`src/rtl/ldp_pkg.sv`:
```
// Shared constants, types and decode functions for the LED pulse/breathe PWM block
package ldp_pkg;
	// Register offsets
	localparam logic [7:0] OFF_SP_PER  = 8'h84;
	localparam logic [7:0] OFF_RP_PER  = 8'h85;
	localparam logic [7:0] OFF_BREATH_PERIOD_FIELD  = 8'h86;
	localparam logic [7:0] OFF_CFG     = 8'h88;
	localparam logic [7:0] OFF_SP_DUTY = 8'h90;
	localparam logic [7:0] OFF_RP_DUTY = 8'h91;
	localparam logic [7:0] OFF_BR_DUTY = 8'h92;
	localparam logic [7:0] OFF_DR_DUTY = 8'h93;
	// Values after reset
	localparam logic [7:0] RST_SP_PER  = 8'h20;
	localparam logic [7:0] RST_RP_PER  = 8'h14;
	localparam logic [7:0] RST_BREATH_PERIOD_FIELD  = 8'h5D;
	localparam logic [7:0] RST_CFG     = 8'h04;
	localparam logic [7:0] RST_DUTY    = 8'hF0;
	// Field positions
	localparam int TRIG_BIT    = 7;
	localparam int ALERT_BIT   = 6;
	localparam int REP_CNT_LSB = 3;
	localparam int SGL_CNT_LSB = 0;
	localparam int MAX_LSB     = 4;
	// Timing: one period unit, its cycle count and ramp resolution
	localparam int CLK_PERIOD_NS = 40;
	localparam int TICK_MS       = 32;
	localparam int TICK_CYCLES   = TICK_MS * 1000000 / CLK_PERIOD_NS;
	localparam int SUBSTEPS      = 64;
	localparam logic [12:0] HALF_UNIT = 13'h0020;
	localparam logic [6:0]  PWM_STEPS = 7'h64;
	// Behaviour codes
	typedef enum logic [1:0] {
		BEH_DIRECT  = 2'b00,
		BEH_SINGLE  = 2'b01,
		BEH_REPEAT  = 2'b10,
		BEH_BREATHE = 2'b11
	} ldp_beh_e;
	// Channel sequencer states
	typedef enum logic [2:0] {
		CH_IDLE = 3'b001,
		CH_UP   = 3'b010,
		CH_DOWN = 3'b100
	} ldp_ch_e;
	// Maximum-duty code to percent
	function automatic logic [6:0] duty_pct(input logic [3:0] c);
		logic [6:0] p;
		p = 7'h64;
		case (c)
			4'h0: p = 7'h07;
			4'h1: p = 7'h09;
			4'h2: p = 7'h0B;
			4'h3: p = 7'h0E;
			4'h4: p = 7'h11;
			4'h5: p = 7'h14;
			4'h6: p = 7'h17;
			4'h7: p = 7'h1A;
			4'h8: p = 7'h1E;
			4'h9: p = 7'h23;
			4'hA: p = 7'h28;
			4'hB: p = 7'h2E;
			4'hC: p = 7'h35;
			4'hD: p = 7'h3F;
			4'hE: p = 7'h4D;
			default: p = 7'h64;
		endcase
		return p;
	endfunction
	// Minimum code n is maximum code n-1, zero gives 0 percent
	function automatic logic [6:0] min_pct(input logic [3:0] c);
		return (c == 4'h0) ? 7'h00 : duty_pct(c - 4'h1);
	endfunction
	// Ramp half length in substeps; a zero field counts as one
	function automatic logic [12:0] half_len(input logic [6:0] per);
		return (per == 7'h00) ? HALF_UNIT : {1'b0, per, 5'h00};
	endfunction
endpackage

```
`src/rtl/ldp_channel.sv`:
```
// One LED channel: trigger detect, breath sequencer and duty level
`timescale 1ns/1ps
module ldp_channel (
	input  wire logic        clk_sys_i,
	input  wire logic        rst_i,
	input  wire logic        clk_en_i,
	input  wire logic        sub_i,
	input  wire logic [1:0]  mode_i,
	input  wire logic        act_i,
	input  wire logic        start_rel_i,
	input  wire logic        src_ctl_i,
	input  wire logic [6:0]  lo_i,
	input  wire logic [6:0]  hi_i,
	input  wire logic [12:0] half_i,
	input  wire logic [2:0]  cnt_i,
	output logic [6:0]       duty_o,
	output logic             busy_o,
	output logic             done_o,
	output logic             from_ctl_o
);
	ldp_pkg::ldp_ch_e state;
	logic        act_q;
	logic [1:0]  mode_q;
	logic        src_q;
	logic        stop_q;
	logic [2:0]  rem;
	logic [6:0]  lo_q;
	logic [6:0]  hi_q;
	logic [6:0]  lvl;
	logic [12:0] half_q;
	logic [12:0] scnt;
	logic [15:0] acc;

	// Edges and start decode
	wire rise     = act_i & ~act_q;
	wire fall     = ~act_i & act_q;
	wire start_ev = (mode_i == ldp_pkg::BEH_SINGLE) ? (start_rel_i ? fall : rise) : rise;
	wire go       = (state == ldp_pkg::CH_IDLE) && (mode_i != ldp_pkg::BEH_DIRECT) && start_ev;
	// Step the level by one whenever the accumulator passes the half length
	wire [6:0]  diff   = (hi_q > lo_q) ? (hi_q - lo_q) : 7'h00;
	wire [15:0] acc_n  = acc + {9'h000, diff};
	wire        step   = acc_n >= {3'h0, half_q};
	wire        at_hi  = lvl >= hi_q;
	wire        at_lo  = lvl <= lo_q;
	wire        up_end = sub_i && (state == ldp_pkg::CH_UP) && (scnt >= half_q) && at_hi;
	wire        dn_end = sub_i && (state == ldp_pkg::CH_DOWN) && (scnt >= half_q) && at_lo;
	wire        counted = (mode_q == ldp_pkg::BEH_SINGLE) || ((mode_q == ldp_pkg::BEH_REPEAT) && stop_q);
	wire        finish = dn_end && counted && (rem == 3'h0);
	wire        kill   = (state != ldp_pkg::CH_IDLE) && (mode_q == ldp_pkg::BEH_BREATHE) && fall;

	// Sequencer; settings are latched at start so later writes wait for re-actuation
	always_ff @(posedge clk_sys_i or posedge rst_i) begin
		if (rst_i) begin
			state  <= ldp_pkg::CH_IDLE;
			act_q  <= 1'b0;
			mode_q <= ldp_pkg::BEH_DIRECT;
			src_q  <= 1'b0;
			stop_q <= 1'b0;
			rem    <= 3'h0;
			lo_q   <= 7'h00;
			hi_q   <= 7'h00;
			half_q <= ldp_pkg::HALF_UNIT;
			done_o <= 1'b0;
		end else if (clk_en_i) begin
			act_q  <= act_i;
			done_o <= finish;
			case (state)
				ldp_pkg::CH_IDLE: if (go) begin
					state  <= ldp_pkg::CH_UP;
					mode_q <= mode_i;
					src_q  <= src_ctl_i;
					stop_q <= 1'b0;
					rem    <= cnt_i;
					lo_q   <= lo_i;
					hi_q   <= hi_i;
					half_q <= half_i;
				end
				ldp_pkg::CH_UP: if (kill) state <= ldp_pkg::CH_IDLE;
				else if (up_end) state <= ldp_pkg::CH_DOWN;
				ldp_pkg::CH_DOWN: if (kill || finish) state <= ldp_pkg::CH_IDLE;
				else if (dn_end) begin
					state <= ldp_pkg::CH_UP;
					if (counted) rem <= rem - 3'h1;
				end
				default: state <= ldp_pkg::CH_IDLE;
			endcase
			// Repeat pulse finishes its counted breaths after release
			if (state != ldp_pkg::CH_IDLE && mode_q == ldp_pkg::BEH_REPEAT && fall && !stop_q) begin
				stop_q <= 1'b1;
				rem    <= cnt_i;
			end
		end
	end

	// Ramp level; one step per substep at most, so short periods stretch
	always_ff @(posedge clk_sys_i or posedge rst_i) begin
		if (rst_i) begin
			lvl  <= 7'h00;
			acc  <= 16'h0000;
			scnt <= 13'h0000;
		end else if (clk_en_i) begin
			if (go || up_end || dn_end) begin
				acc  <= 16'h0000;
				scnt <= 13'h0000;
				if (go) lvl <= lo_i;
			end else if (sub_i && state != ldp_pkg::CH_IDLE) begin
				if (scnt < half_q) scnt <= scnt + 13'h0001;
				if ((state == ldp_pkg::CH_UP) ? !at_hi : !at_lo) begin
					acc <= step ? (acc_n - {3'h0, half_q}) : acc_n;
					if (step) lvl <= (state == ldp_pkg::CH_UP) ? lvl + 7'h01 : lvl - 7'h01;
				end
			end
		end
	end

	// Direct follows live settings at once; idle sits at minimum
	assign duty_o = (state != ldp_pkg::CH_IDLE) ? lvl :
		((mode_i == ldp_pkg::BEH_DIRECT && act_i) ? hi_i : lo_i);
	assign busy_o     = state != ldp_pkg::CH_IDLE;
	assign from_ctl_o = src_q;
endmodule

```
`src/rtl/ldp_led_pwm.sv`:
```
// Three-channel LED pulse/breathe PWM with period, count and duty registers
`timescale 1ns/1ps
// How it works
// - Period fields count in 32 ms units; value N means N times 32 ms.
// - Periods span 32 ms to 4.064 s; zero behaves like one.
// - Single-shot period sets each pulse period; resets to 20h, 1024 ms.
// - Trigger bit 7 clear starts a single shot on touch or set; set starts it on release or clear.
// - Repeat-pulse period field resets to 14h, 640 ms.
// - Breathe period field resets to 5Dh, 2976 ms.
// - Too-short periods run at the shortest period the duty limits allow.
// - Alert bit 6 set asserts low alert when a control-driven behaviour finishes.
// - Touch-started activity never raises the finished alert.
// - Count code n gives n+1 breaths; bits 5-3 repeat, bits 2-0 single.
// - Config resets to 04h: five single breaths, one repeat, alert off.
// - Duty registers 90h-93h hold max code high nibble, min low nibble.
// - A breath ramps minimum to maximum then back to minimum.
// - Max codes 0-15 select 7 up to 100 percent.
// - Min code 0 is 0 percent; code n equals max code n-1.
// - Direct duty changes apply at once; other modes need re-actuation.
// - Behaviour code: 00 direct, 01 single, 10 repeat, 11 breathe.
// - Up and down ramps each take half of the breath period.
module ldp_led_pwm #(
	parameter int TICK_CYCLES = ldp_pkg::TICK_CYCLES
) (
	input  wire logic       clk_sys_i,
	input  wire logic       rst_i,
	input  wire logic       clk_en_i,
	input  wire logic [7:0] reg_addr_i,
	input  wire logic [7:0] reg_wdata_i,
	input  wire logic       reg_wr_i,
	input  wire logic       reg_rd_i,
	output logic [7:0]      reg_rdata_o,
	input  wire logic [2:0] touch_i,
	input  wire logic [2:0] led_link_i,
	input  wire logic [2:0] led_out_ctl_i,
	input  wire logic [5:0] led_behaviour_sel_i,
	input  wire logic [2:0] led_polarity_sel_i,
	input  wire logic       alert_clr_i,
	output logic [2:0]      led_o,
	output logic            alert_n_o
);
	localparam int SUB_CYCLES = TICK_CYCLES / ldp_pkg::SUBSTEPS;

	////////////////////////////////////////////////////////////////////////////
	// Register file

	logic [7:0] single_pulse_period;
	logic [7:0] repeat_pulse_period;
	logic [7:0] breathe_period;
	logic [7:0] led_behaviour_config;
	logic [7:0] single_pulse_duty;
	logic [7:0] repeat_pulse_duty;
	logic [7:0] breathe_duty;
	logic [7:0] direct_duty;
	logic [7:0] rd_mux;

	// Write strobes per register
	wire wr_sp  = reg_wr_i && (reg_addr_i == ldp_pkg::OFF_SP_PER);
	wire wr_rp  = reg_wr_i && (reg_addr_i == ldp_pkg::OFF_RP_PER);
	wire wr_br  = reg_wr_i && (reg_addr_i == ldp_pkg::OFF_BREATH_PERIOD_FIELD);
	wire wr_cfg = reg_wr_i && (reg_addr_i == ldp_pkg::OFF_CFG);
	wire wr_spd = reg_wr_i && (reg_addr_i == ldp_pkg::OFF_SP_DUTY);
	wire wr_rpd = reg_wr_i && (reg_addr_i == ldp_pkg::OFF_RP_DUTY);
	wire wr_brd = reg_wr_i && (reg_addr_i == ldp_pkg::OFF_BR_DUTY);
	wire wr_drd = reg_wr_i && (reg_addr_i == ldp_pkg::OFF_DR_DUTY);

	// Period and config registers; unused top bits are kept at zero so they read back zero
	always_ff @(posedge clk_sys_i or posedge rst_i) begin
		if (rst_i) begin
			single_pulse_period <= ldp_pkg::RST_SP_PER;
			repeat_pulse_period <= ldp_pkg::RST_RP_PER;
			breathe_period      <= ldp_pkg::RST_BREATH_PERIOD_FIELD;
			led_behaviour_config <= ldp_pkg::RST_CFG;
		end else if (clk_en_i) begin
			if (wr_sp) single_pulse_period <= reg_wdata_i;
			if (wr_rp) repeat_pulse_period <= {1'b0, reg_wdata_i[6:0]};
			if (wr_br) breathe_period <= {1'b0, reg_wdata_i[6:0]};
			if (wr_cfg) led_behaviour_config <= {1'b0, reg_wdata_i[6:0]};
		end
	end

	// Duty registers
	always_ff @(posedge clk_sys_i or posedge rst_i) begin
		if (rst_i) begin
			single_pulse_duty <= ldp_pkg::RST_DUTY;
			repeat_pulse_duty <= ldp_pkg::RST_DUTY;
			breathe_duty      <= ldp_pkg::RST_DUTY;
			direct_duty       <= ldp_pkg::RST_DUTY;
		end else if (clk_en_i) begin
			if (wr_spd) single_pulse_duty <= reg_wdata_i;
			if (wr_rpd) repeat_pulse_duty <= reg_wdata_i;
			if (wr_brd) breathe_duty <= reg_wdata_i;
			if (wr_drd) direct_duty <= reg_wdata_i;
		end
	end

	// Read selection; unmapped offsets read zero
	always_comb begin
		rd_mux = 8'h00;
		case (reg_addr_i)
			ldp_pkg::OFF_SP_PER:  rd_mux = single_pulse_period;
			ldp_pkg::OFF_RP_PER:  rd_mux = repeat_pulse_period;
			ldp_pkg::OFF_BREATH_PERIOD_FIELD:  rd_mux = breathe_period;
			ldp_pkg::OFF_CFG:     rd_mux = led_behaviour_config;
			ldp_pkg::OFF_SP_DUTY: rd_mux = single_pulse_duty;
			ldp_pkg::OFF_RP_DUTY: rd_mux = repeat_pulse_duty;
			ldp_pkg::OFF_BR_DUTY: rd_mux = breathe_duty;
			ldp_pkg::OFF_DR_DUTY: rd_mux = direct_duty;
			default:              rd_mux = 8'h00;
		endcase
	end

	// Read data is held until the next read
	always_ff @(posedge clk_sys_i or posedge rst_i) begin
		if (rst_i) reg_rdata_o <= 8'h00;
		else if (clk_en_i && reg_rd_i) reg_rdata_o <= rd_mux;
	end

	////////////////////////////////////////////////////////////////////////////
	// Field decode

	wire       start_on_release_sel = single_pulse_period[ldp_pkg::TRIG_BIT];
	wire [6:0] single_period_field  = single_pulse_period[6:0];
	wire [6:0] repeat_period_field  = repeat_pulse_period[6:0];
	wire [6:0] breath_period_field  = breathe_period[6:0];
	wire       alert_en             = led_behaviour_config[ldp_pkg::ALERT_BIT];
	wire [2:0] repeat_breath_count  = led_behaviour_config[ldp_pkg::REP_CNT_LSB +: 3];
	wire [2:0] single_breath_count  = led_behaviour_config[ldp_pkg::SGL_CNT_LSB +: 3];

	// Ramp half lengths in substeps: 32 substeps per period unit
	wire [12:0] sp_half = ldp_pkg::half_len(single_period_field);
	wire [12:0] rp_half = ldp_pkg::half_len(repeat_period_field);
	wire [12:0] br_half = ldp_pkg::half_len(breath_period_field);

	// Duty codes to percent per behaviour
	wire [6:0] sp_hi = ldp_pkg::duty_pct(single_pulse_duty[ldp_pkg::MAX_LSB +: 4]);
	wire [6:0] sp_lo = ldp_pkg::min_pct(single_pulse_duty[3:0]);
	wire [6:0] rp_hi = ldp_pkg::duty_pct(repeat_pulse_duty[ldp_pkg::MAX_LSB +: 4]);
	wire [6:0] rp_lo = ldp_pkg::min_pct(repeat_pulse_duty[3:0]);
	wire [6:0] br_hi = ldp_pkg::duty_pct(breathe_duty[ldp_pkg::MAX_LSB +: 4]);
	wire [6:0] br_lo = ldp_pkg::min_pct(breathe_duty[3:0]);
	wire [6:0] dr_hi = ldp_pkg::duty_pct(direct_duty[ldp_pkg::MAX_LSB +: 4]);
	wire [6:0] dr_lo = ldp_pkg::min_pct(direct_duty[3:0]);

	////////////////////////////////////////////////////////////////////////////
	// Time base and PWM frame

	logic [19:0] pre_cnt;
	logic [6:0]  pwm_cnt;
	wire         sub_pulse = clk_en_i && (pre_cnt == 20'h00000);

	// Divider: 64 substeps make one 32 ms period unit
	always_ff @(posedge clk_sys_i or posedge rst_i) begin
		if (rst_i) pre_cnt <= 20'h00000;
		else if (clk_en_i) pre_cnt <= (pre_cnt == 20'(SUB_CYCLES - 1)) ? 20'h00000 : pre_cnt + 20'h00001;
	end

	// PWM frame of 100 clocks so duty compares directly in percent
	always_ff @(posedge clk_sys_i or posedge rst_i) begin
		if (rst_i) pwm_cnt <= 7'h00;
		else if (clk_en_i) pwm_cnt <= (pwm_cnt == ldp_pkg::PWM_STEPS - 7'h01) ? 7'h00 : pwm_cnt + 7'h01;
	end

	////////////////////////////////////////////////////////////////////////////
	// Channels

	logic [6:0] duty_w [3];
	logic [2:0] act_w;
	logic [2:0] busy_w;
	logic [2:0] done_w;
	logic [2:0] from_ctl_w;
	logic       alert_q;

	genvar i;
	generate
		for (i = 0; i < 3; i++) begin : g_ch
			wire [1:0]  led_behaviour_sel = led_behaviour_sel_i[2*i +: 2];
			wire        is_sgl = led_behaviour_sel == ldp_pkg::BEH_SINGLE;
			wire        is_rep = led_behaviour_sel == ldp_pkg::BEH_REPEAT;
			wire        is_br  = led_behaviour_sel == ldp_pkg::BEH_BREATHE;
			// Settings of the selected behaviour
			wire [6:0]  lo   = is_sgl ? sp_lo : is_rep ? rp_lo : is_br ? br_lo : dr_lo;
			wire [6:0]  hi   = is_sgl ? sp_hi : is_rep ? rp_hi : is_br ? br_hi : dr_hi;
			wire [12:0] half = is_sgl ? sp_half : is_rep ? rp_half : br_half;
			wire [2:0]  cnt  = is_rep ? repeat_breath_count : single_breath_count;
			// Linked LEDs follow touch, others follow their output-control bit
			assign act_w[i] = led_link_i[i] ? touch_i[i] : led_out_ctl_i[i];

			ldp_channel u_ch (
				.clk_sys_i   (clk_sys_i),
				.rst_i       (rst_i),
				.clk_en_i    (clk_en_i),
				.sub_i       (sub_pulse),
				.mode_i      (led_behaviour_sel),
				.act_i       (act_w[i]),
				.start_rel_i (start_on_release_sel),
				.src_ctl_i   (~led_link_i[i]),
				.lo_i        (lo),
				.hi_i        (hi),
				.half_i      (half),
				.cnt_i       (cnt),
				.duty_o      (duty_w[i]),
				.busy_o      (busy_w[i]),
				.done_o      (done_w[i]),
				.from_ctl_o  (from_ctl_w[i])
			);

			// Registered pin; polarity 1 is non-inverted
			always_ff @(posedge clk_sys_i or posedge rst_i) begin
				if (rst_i) led_o[i] <= 1'b0;
				else if (clk_en_i) led_o[i] <= (pwm_cnt < duty_w[i]) ^ ~led_polarity_sel_i[i];
			end
		end
	endgenerate

	////////////////////////////////////////////////////////////////////////////
	// Finished alert

	// Only behaviours started from the control bits may raise it
	wire [2:0] done_ctl  = done_w & from_ctl_w;
	wire       alert_set = alert_en && (|done_ctl);

	// Set wins over a clear arriving in the same cycle
	always_ff @(posedge clk_sys_i or posedge rst_i) begin
		if (rst_i) alert_q <= 1'b0;
		else if (clk_en_i) alert_q <= alert_set | (alert_q & ~alert_clr_i);
	end

	assign alert_n_o = ~alert_q;
endmodule

```
`config.mk`:
```
export PLATFORM = sky130hd
export DESIGN_NAME = ldp_led_pwm
export DESIGN_NICKNAME = d
export VERILOG_FILES = /design/src/rtl/ldp_pkg.sv /design/src/rtl/ldp_channel.sv /design/src/rtl/ldp_led_pwm.sv
export SDC_FILE = /design/constraint.sdc
export NUM_CORES = 1
export LEC_CHECK = 0
export BUFFER_PORTS_ARGS = -buffer_cell sky130_fd_sc_hd__clkbuf_2
export CAP_MARGIN = 0
export CORE_MARGIN = 4
export CORE_UTILIZATION = 59
export DETAILED_ROUTE_END_ITERATION = 8
export GPL_ROUTABILITY_DRIVEN = 0
export PLACE_DENSITY_LB_ADDON = 0.08
export SLEW_MARGIN = 30
export SYNTH_ARGS = -nofsm -noshare
export SYNTH_HDL_FRONTEND = slang
export SYNTH_SLANG_ARGS = --single-unit
```
`constraint.sdc`:
```
create_clock -name clk_sys_i -period 9.5 [get_ports clk_sys_i]
set_input_delay 0.95 -clock clk_sys_i [delete_from_list [all_inputs] [get_ports clk_sys_i]]
set_output_delay 0.95 -clock clk_sys_i [all_outputs]
set_load 0.005 [all_outputs]
```
# == After elaboration in Yosys (flattened, before gate mapping) ==
# Memories as Yosys holds them, arrays and structs flattened.
# Cells that the tools add are included.
# word_totals
ff_bits,325
mem_bits_ro,896
input_bits,40
out_inout_bits,12
mem_count,8
# memory_table
memory,depth,width,rd,rd_ports_with_merged_regs,write_ports,line,source
(name not given),16,7,1,0,0,ldp_pkg.sv:48,case (c)
(name not given),16,7,1,0,0,ldp_pkg.sv:48,
(name not given),16,7,1,0,0,ldp_pkg.sv:48,
(name not given),16,7,1,0,0,ldp_pkg.sv:48,
(name not given),16,7,1,0,0,ldp_pkg.sv:48,
(name not given),16,7,1,0,0,ldp_pkg.sv:48,
+2 memories,n/a,n/a,n/a,n/a,n/a,n/a,
# op_classes
addsub,27
order_cmp,21
n_eq_ne,64
muxes,142
bitwise,26
n_reduce_logical,154
# op_table
op,count
$mux 7,50
$mux 16,12
$mux 13,9
$mux 12,9
$mux 3,33
$logic_and 1x1->1,65
$eq 8x8->1 const B,8
$pmux 8 s8,1
$add 16x7->16,3
$ge 16x13->1,3
$sub 16x13->16,3
$reduce_bool 2->1,21
$add 13x1->13 const B,3
$ge 13x13->1,3
$lt 13x13->1,3
$ne 3x2->1 const B,12
$reduce_and 3->1,12
$add 7x1->7 const B,4
$pmux 3 s3,3
$eq 2x2->1 const B,12
$ge 7x7->1,3
$gt 7x7->1,3
$le 7x7->1,3
$logic_not 7->1,3
35 further kinds,153

# == Logic depth before layout (Yosys ltp) ==
# Gate-level depths: netlist (run 1).
# depth
word_depth,11
ltp_mapped,29

# == Cells and area by module ==
# From an unflattened synthesis (run 1), not the netlist that was laid out.
# hier_totals
cells_unflattened,3158
hier_area_um2,27654.0
# modules_own_cells
mod,n_inst,cells_per_inst,area_each_um2
ldp_channel (g_ch[1].u_ch ...),2,693,5959.5
ldp_led_pwm,1,1050,9534.1
ldp_channel (g_ch[0].u_ch),1,722,6200.9

# == Least setup slack after synthesis (run 1) ==
# No wires, ideal clock.
# synth_timing
path_kind,flip-flop to flip-flop
startpoint,register g_ch[0].u_ch.lo_q[1]
endpoint,register g_ch[0].u_ch.lvl[1]
t_arrival_ns,5.556
setup_slack_ns,3.820
path_stages_with_launch,27
path_buffers,1
path_cell_list,dfrtp_1 > inv_1 > ha_1 > nor2b_1 > o21ai_0 > a21boi_0 > o21ai_0 > a21oi_1 > o21a_1 > o22ai_1 > or2_2 > fa_1 > nand2b_1 > a21oi_1 > o22a_1 > nand2_1 > xnor2_1 > ha_1 > or2_2 > and3_1 > or3_1 > a31oi_1 > and3_1 > a21o_1 > and2_1 > clkbuf_1 > mux2_2
# synth_between
elab_chain_len,6
word_cells_on_any_way,16
cone_classes,add/sub (2); order compare (3); eq/ne (1); mux (3); reduce/logical (7)
# synth_lines
element,line,source
"start, declared",ldp_channel.sv:27,logic [6:0] lo_q;
"start signal, assigned",ldp_channel.sv:74,lo_q <= lo_i;
$sub 7x7->7 / $gt 7x7->1 (equally long branches),ldp_channel.sv:40,wire [6:0] diff = (hi_q > lo_q) ? (hi_q - lo_q) : 7'h00;
$mux 7,ldp_channel.sv:40,
$add 16x7->16,ldp_channel.sv:41,"wire [15:0] acc_n = acc + {9'h000, diff};"
$ge 16x13->1,ldp_channel.sv:42,"wire step = acc_n >= {3'h0, half_q};"
$reduce_bool 2->1 (no line),n/a,
$reduce_and 5->1 (no line),n/a,
"end signal, assigned",ldp_channel.sv:105,if (go) lvl <= lo_i;
"end signal, assigned",ldp_channel.sv:110,if (step) lvl <= (state == ldp_pkg::CH_UP) ? lvl + 7'h01 : lvl - 7'h01;
"end, declared",ldp_channel.sv:29,logic [6:0] lvl;
# Parallel ways exist; a longest one is shown, timed or not.
# A chain may end at the register's enable or synchronous reset.

# == Worst setup path in the final report (run 1) ==
# layout_timing
startpoint,register g_ch[1].u_ch.lo_q[1]
endpoint,register g_ch[1].u_ch.lvl[4]
# layout_between
elab_chain_len,6
word_cells_on_any_way,16
cone_classes,add/sub (2); order compare (3); eq/ne (1); mux (3); reduce/logical (7)
# layout_lines
element,line
"start, declared",ldp_channel.sv:27
"start signal, assigned",ldp_channel.sv:74
$sub 7x7->7 / $gt 7x7->1 (equally long branches),ldp_channel.sv:40
$mux 7,ldp_channel.sv:40
$add 16x7->16,ldp_channel.sv:41
$ge 16x13->1,ldp_channel.sv:42
$reduce_bool 2->1 (no line),n/a
$reduce_and 5->1 (no line),n/a
"end signal, assigned",ldp_channel.sv:105
"end signal, assigned",ldp_channel.sv:110
"end, declared",ldp_channel.sv:29
# Parallel ways exist; a longest one is shown, timed or not.

==> results of run 1 <==
==> cell families after synthesis <==
| kind of cell | share of synthesized area [%] |
|---|---|
| adder cells (fa/ha/maj) | 11.55 |
| multiplexers | 10.00 |
| AND/OR/NAND/NOR | 18.72 |
| flip-flops | 30.96 |
| buffers and inverters | 4.952 |
| AO/OA/AOI/OAI | 19.67 |
| XOR/XNOR | 4.144 |
==> synth_stat cells, types with 13 or more instances <==
master    count  area [sq um]
xor2_1       43         376.6
or3_1        22         137.6
dfstp_2      31         814.5
nand4_1      51         319.1
dfrtp_1     276          6907
o21a_1       30         225.2
inv_1       184         690.7
a21boi_0     13         97.59
o21ai_0     216          1081
nand3_1      85         425.4
and2_1       14         87.58
ha_1        211          2640
or2_2        15         93.84
a31oi_1      26         162.7
o211ai_1     27         202.7
mux2_2       84         945.9
clkbuf_1    102         382.9
a21o_1       32         240.2
a22oi_1      14         105.1
o22ai_1      32         200.2
mux4_2       43         968.4
nand2_1     299          1122
xnor2_1      75         656.9
buf_2        15         75.07
nor2b_1      35         219.0
nor4_1       28         175.2
nor3_1       58         290.3
and3_1       32         200.2
a22o_1       17         148.9
nand2b_1     37         231.5
o21bai_1     15         112.6
mux2i_1      58         580.6
o31ai_1      36         270.3
buf_1        15         56.30
a211oi_1     42         315.3
nor2_1      231         867.1
a21oi_1     142         710.7
==> power by group <==
group	internal [uW]	leakage, uW	switching [uW]	total (uW)
Clock	876	0.000619	600	1480
Sequential	1610	0.00396	395	2000
Combinational	1930	0.00729	2550	4480
Total	4410	0.0119	3550	7960
==> worst reg2reg max path: stages, from the launching register on <==
cell      delay (ps)
dfrtp_1          400
inv_1             80
ha_1             280
nor2b_1          130
o21ai_0          210
a21boi_0         160
o21ai_0          210
a21boi_0         160
o21a_1           200
o22ai_1          430
nor2_1           120
ha_1             250
inv_1             80
fa_1             210
nor2b_1           70
o31a_1           300
o21ai_0          560
nor2_1           110
xor2_1           240
ha_1             320
a21oi_1          160
o221a_2          270
or4b_1           830
o211ai_4         450
mux2_2           390
==> cell type report <==
| class | instances | area share (%) |
|---|---|---|
| inverters | 186 | 2.633 |
| repair buffers | 75 | 1.643 |
| multi-input cells | 2246 | 59.72 |
| clock buffers | 60 | 4.388 |
| diodes | 3 | 0.02801 |
| flip-flops and latches | 307 | 28.80 |
| well taps | 539 | 2.516 |
| clock inverters | 8 | 0.2707 |
==> through the flow <==
stage / hold WS, ps / area, sq um / total power (uW) / setup WS (ps) / util, %
finish: 444.1 / 26810 / 7956 / 2755 / 64.05
detailed placement: 466.3 / 25530 / 6404 / 2887 / 61.00
global placement: 461.7 / 25520 / 6225 / 3193 / 60.97
CTS: 476.8 / 26780 / 7916 / 2847 / 63.99
floorplan: 442.9 / 24940 / 5317 / 113.6 / -
global route: 488.9 / 26800 / 8607 / 2345 / 64.04
==> registers in the layout, indices dropped and copies added, names as in the netlist, 8 cells and up <==
name                 count
pre_cnt                 20
g_ch.u_ch.hi_q          21
g_ch.u_ch.lo_q          21
g_ch.u_ch.state          9
breathe_duty             8
g_ch.u_ch.half_q        21
reg_rdata_o              8
direct_duty              8
repeat_pulse_duty        8
g_ch.u_ch.scnt          39
g_ch.u_ch.acc           48
single_pulse_duty        8
g_ch.u_ch.rem            9
single_pulse_period      8
g_ch.u_ch.lvl           21
==> layer usage <==
layer | up-vias | global-route usage, % | routed length [microns]
met2 | 828 | 50.90 | 33680
met5 | - | 0 | 13
li1 | 10450 | - | -
met3 | 202 | 5.165 | 5316
met1 | 10690 | 42.64 | 30400
met4 | 2 | 15.89 | 3884
==> final timing paths <==
check,cells past startpoint,end,slack (ps),from
setup / recovery,24,g_ch[1].u_ch.lvl[4]$_DFFE_PP0P_,2750,g_ch[1].u_ch.lo_q[1]$_DFFE_PP0P_
hold / removal,2,g_ch[1].u_ch.scnt[5]$_DFFE_PP0P_,440,rst_i
setup reg to reg,24,g_ch[1].u_ch.lvl[4]$_DFFE_PP0P_,2750,g_ch[1].u_ch.lo_q[1]$_DFFE_PP0P_
hold reg to reg,1,pre_cnt[19]$_DFFE_PP0P_,470,pre_cnt[19]$_DFFE_PP0P_
max in group asynchronous,3,g_ch[0].u_ch.mode_q[0]$_DFFE_PP0P_,7610,rst_i
min in group clk_sys_i,1,pre_cnt[19]$_DFFE_PP0P_,470,pre_cnt[19]$_DFFE_PP0P_
==> flow_summary.ini, run 1 <==
[status]
status = finished, final reports clean

[yosys]
ys_async_sr_fraction_pct = 100.0
synth_edf_count = 0
yosysUniqueCellTypes = 88
yosysWarningCount = 0
syn-num-nets = 3136
ys_seq_area_share_pct = 30.96
ys.flop_type = dfrtp_1
ys_ff_latch = 307
netlist_area_sq_um = 24940
synth_area_per_cell_sq_um = 8.681
synthCells = 2873

[setup_path]
crit_arrival_ps = 7200
path_cells = inv_1, ha_1, nor2b_1, o21ai_0, a21boi_0, o21ai_0, a21boi_0, o21a_1, o22ai_1, nor2_1, ha_1, inv_1, fa_1, nor2b_1, o31a_1, o21ai_0, nor2_1, xor2_1, ha_1, a21oi_1, o221a_2, or4b_1, o211ai_4, mux2_2
critPathMaxFanout = 18
crit_path_end_kind = flip-flop
cp_top_family = compound AO/OA/AOI/OAI gates
critPathKind = reg2reg
critical_path_buf_inv_count = 2
cp_slowest_cell = or4b_1
startpoint_type = flip-flop
slowest_delay_ps = 830
worst-endpoint-required_ps = 9950

[clock_tree]
numCtsBuffers = 38
cts_resized = 0
postCtsSetupBuffers = 0
cts.sinks = 307
cts_tree = yes
clk_pin_slew_ps = 60
htreeDepth = 2
hold_buffers = 0
clk_latency_ps = 570
root_buffer = clkbuf_16
clockBufferDepth = 3

[floorplanning]
die_x_microns = 213.6
die_h_microns = 213.6
dieArea_sq_um = 45630
initial_utilization_pct = 59.59
core_sq_um = 41850
ios = 52
rows = 75

[timing]
setup_violations = 0
max_freq_mhz = 148.2
rsz0062_at_grt = false
post-route-period-util_pct = 71.00
setup-tns-final_ps = 0
worst_pin_slew_ps = 948.5
slew_headroom_pct = 34.96
hold_viol_final = 0
fin_crit_ps = 6745
finalClockSkew_ps = 23.46
final_max_slew_viol_count = 0

[routing]
postRouteAntennaNets = 0
totalWireLength_microns = 73290
first_pass_iters = 7
drt-initial-drc-count = 2071
vias_per_cell = 6.476
vias = 22170
drc_errors = 0
detail_route.wl_per_cell_microns = 21.41

[global_route]
grt_antenna_before_repair = 5
track_usage_pct = 31.95
grt_max_degree = 94
grt-ovfl-total = 0
grt_pass1_wl_microns = 116600
grt_pass1_vias = 21530

[pwr]
power_density_nw_per_um2 = 296.8
p_leak_uw = 0.01186
ir_worst_vdd_uv = 195.8

[layout]
mostFrequentLayoutCells = nand2_1, dfrtp_1, nor2_1, o21ai_0, ha_1
drive_gt1_share_pct = 11.49
finalNetCount = 3117
final_common_cell = nand2_1
n_fill_cell = 3491
stdcell_count = 3424
multi_input_area_sq_um = 16010
area_growth_pct = 7.480
seq_area_sq_um = 7721

[worst_hold_path]
min_path_type = in2async

[placed_design]
dpl.cell_count = 3352
dp_hpwl_microns = 54550
portBuffers = 51

[run]
drv_cap = 0
(Power assumes the default switching activity.)
==> run 2, diff against run 1 <==
==> constraint.sdc (replaced) <==
create_clock -name clk_sys_i -period 5.7 [get_ports clk_sys_i]
set_input_delay 0.57 -clock clk_sys_i [delete_from_list [all_inputs] [get_ports clk_sys_i]]
set_output_delay 0.57 -clock clk_sys_i [all_outputs]
set_load 0.005 [all_outputs]
==> flow_summary.ini, run 2 (synthesis results as in run 1) <==
[global_route]
grt_antenna_before_repair = 3
track_usage_pct = 31.58
grt_pass1_wl_microns = 115000
grt_pass1_vias = 21170
grt-ovfl-total = 0
grt_max_degree = 113

[timing]
hold_viol_final = 0
setup_violations = 0
finalClockSkew_ps = 35.88
final_max_slew_viol_count = 0
post-route-period-util_pct = 96.42
worst_pin_slew_ps = 941.9
slew_headroom_pct = 35.41
max_freq_mhz = 182.0
fin_crit_ps = 5496

[run]
drv_cap = 0

[setup_path]
reg2reg_to = g_ch[0].u_ch.lvl[3]$_DFFE_PP0P_
r2r_setup_slack_ps = 200
startpoint_type = flip-flop
worst-endpoint-required_ps = 6130
critPathMaxFanout = 6
r2r_cells = 27
r2r-start = g_ch[0].u_ch.lo_q[1]$_DFFE_PP0P_
crit_arrival_ps = 5920
crit_path_end_kind = flip-flop
critPathKind = reg2reg

[worst_hold_path]
min_path_type = in2reg
hold_end = g_ch[2].u_ch.from_ctl_o$_DFFE_PP0P_
holdPathStages = 2
worstHoldStart = led_link_i[2]

[floorplanning]
rows = 75
initial_utilization_pct = 59.59
die_x_microns = 213.6
die_h_microns = 213.6
ios = 52
dieArea_sq_um = 45630
core_sq_um = 41850

[pwr]
p_leak_uw = 0.01228
finalPower_uw = 14230
power_density_nw_per_um2 = 515.1
ir_worst_vdd_uv = 288.7

[clock_tree]
clk_latency_ps = 580
cts.sinks = 307
root_buffer = clkbuf_16
clockBufferDepth = 3
clk_pin_slew_ps = 60
htreeDepth = 2
numCtsBuffers = 39
cts_tree = yes

[routing]
drc_errors = 0
first_pass_iters = 9
vias_per_cell = 6.457
totalWireLength_microns = 73760
detail_route.wl_per_cell_microns = 21.13
vias = 22540
postRouteAntennaNets = 0
drt-initial-drc-count = 2282

[layout]
largest_register = g_ch.u_ch.acc
final_area_sq_um = 27630
finalNetCount = 3182
drive_gt1_share_pct = 14.95
final_common_cell = nand2_1
largestRegisters = g_ch.u_ch.acc: 48 flops, g_ch.u_ch.scnt: 39 flops
largest_register_ffs = 48
n_fill_cell = 3424
mostFrequentLayoutCells = nand2_1, dfrtp_1, nor2_1, ha_1, o21ai_0
area_growth_pct = 10.79

[placed_design]
place_area_sq_um = 25950
dp_hpwl_microns = 55150
portBuffers = 51

[status]
status = finished, final reports clean
## run 2: critical path, cell delays in order, from the launching register on
cell and delay [ps]:
dfrtp_1 350, inv_1 60, ha_1 290, nor2b_1 140, o21ai_1 90, a21boi_1 180
o21ai_1 110, a21oi_2 160, o21a_1 180, o22ai_4 90, nor2_1 110, ha_2 190
inv_1 50, fa_1 390, nand2b_4 180, a21oi_4 170, o22a_1 180, nand2_1 90
xnor2_2 160, ha_1 290, or2_2 310, and3_1 200, or3_4 350, a31oi_4 160
and3_4 240, a21o_1 140, and2_4 180, mux2_2 340
## run 2: how the worst max path moves through the flow
stage / start / endpoint / slack [ps] / cells past startpoint
2_1_floorplan: g_ch[0].u_ch.lo_q[1]$_DFFE_PP0P_ / g_ch[0].u_ch.lvl[1]$_DFFE_PP0P_ / 20 / 26
3_3_place_gp: g_ch[0].u_ch.lo_q[1]$_DFFE_PP0P_ / g_ch[0].u_ch.lvl[5]$_DFFE_PP0P_ / 80 / 25
3_5_place_dp: g_ch[0].u_ch.lo_q[1]$_DFFE_PP0P_ / g_ch[0].u_ch.acc[5]$_DFFE_PP0P_ / -160 / 27
4_1_cts: g_ch[0].u_ch.lo_q[1]$_DFFE_PP0P_ / g_ch[0].u_ch.acc[15]$_DFFE_PP0P_ / 5 / 27
5_1_grt: g_ch[2].u_ch.hi_q[1]$_DFFE_PP0P_ / g_ch[2].u_ch.acc[10]$_DFFE_PP0P_ / -30 / 25
6_report: g_ch[0].u_ch.lo_q[1]$_DFFE_PP0P_ / g_ch[0].u_ch.lvl[3]$_DFFE_PP0P_ / 200 / 27
## run 2: per-layer routing
metal  track usage (%)  wire length (microns)  up-vias
li1                  -                      -    10610
met3             6.057                   5498      205
met4             14.32                   3679        2
met1             41.59                  30380    10900
met5                 0                     13        -
met2             50.93                  34190      825
## run 2: cell type report
| class | instances | area (sq um) | area share (%) |
|---|---|---|---|
| multi-input cells | 2246 | 16260 | 58.86 |
| flip-flops and latches | 307 | 7721 | 27.94 |
| clock buffers | 54 | 1104 | 3.994 |
| repair buffers | 139 | 970.9 | 3.514 |
| inverters | 186 | 701.9 | 2.540 |
| well taps | 539 | 674.4 | 2.441 |
| clock inverters | 17 | 188.9 | 0.6838 |
| diodes | 3 | 7.507 | 0.02717 |
## run 2: timing repair
action | in CTS | in global routing
gates resized for setup | 13 | 62
setup endpoints to repair | 35 | 54
hold buffers | 1 | 0
buffers inserted | 1 | 11
pin swaps | 1 | 24
hold endpoints to repair | 2 | 0
## run 2: per-stage QoR
stage / hold WS, ps / instances / utilization (%) / TNS (ps) / worst slack [ps]
after global placement: 464.1 / 3404 / 61.96 / 0 / 76.51
final: 216.8 / 3491 / 66.02 / 0 / 204.1
after CTS: 198.0 / 3477 / 65.22 / 0 / 4.943
after global routing: 234.1 / 3488 / 66.00 / -199.4 / -32.91
after detailed placement: 467.8 / 3404 / 62.00 / -3145 / -160.0
after floorplan: 442.9 / 2873 / - / 0 / 19.55
## run 2: report_power, final
part	internal, uW	switching [uW]
Clock	1500	1030
Sequential	2680	647
Combinational	3830	4550
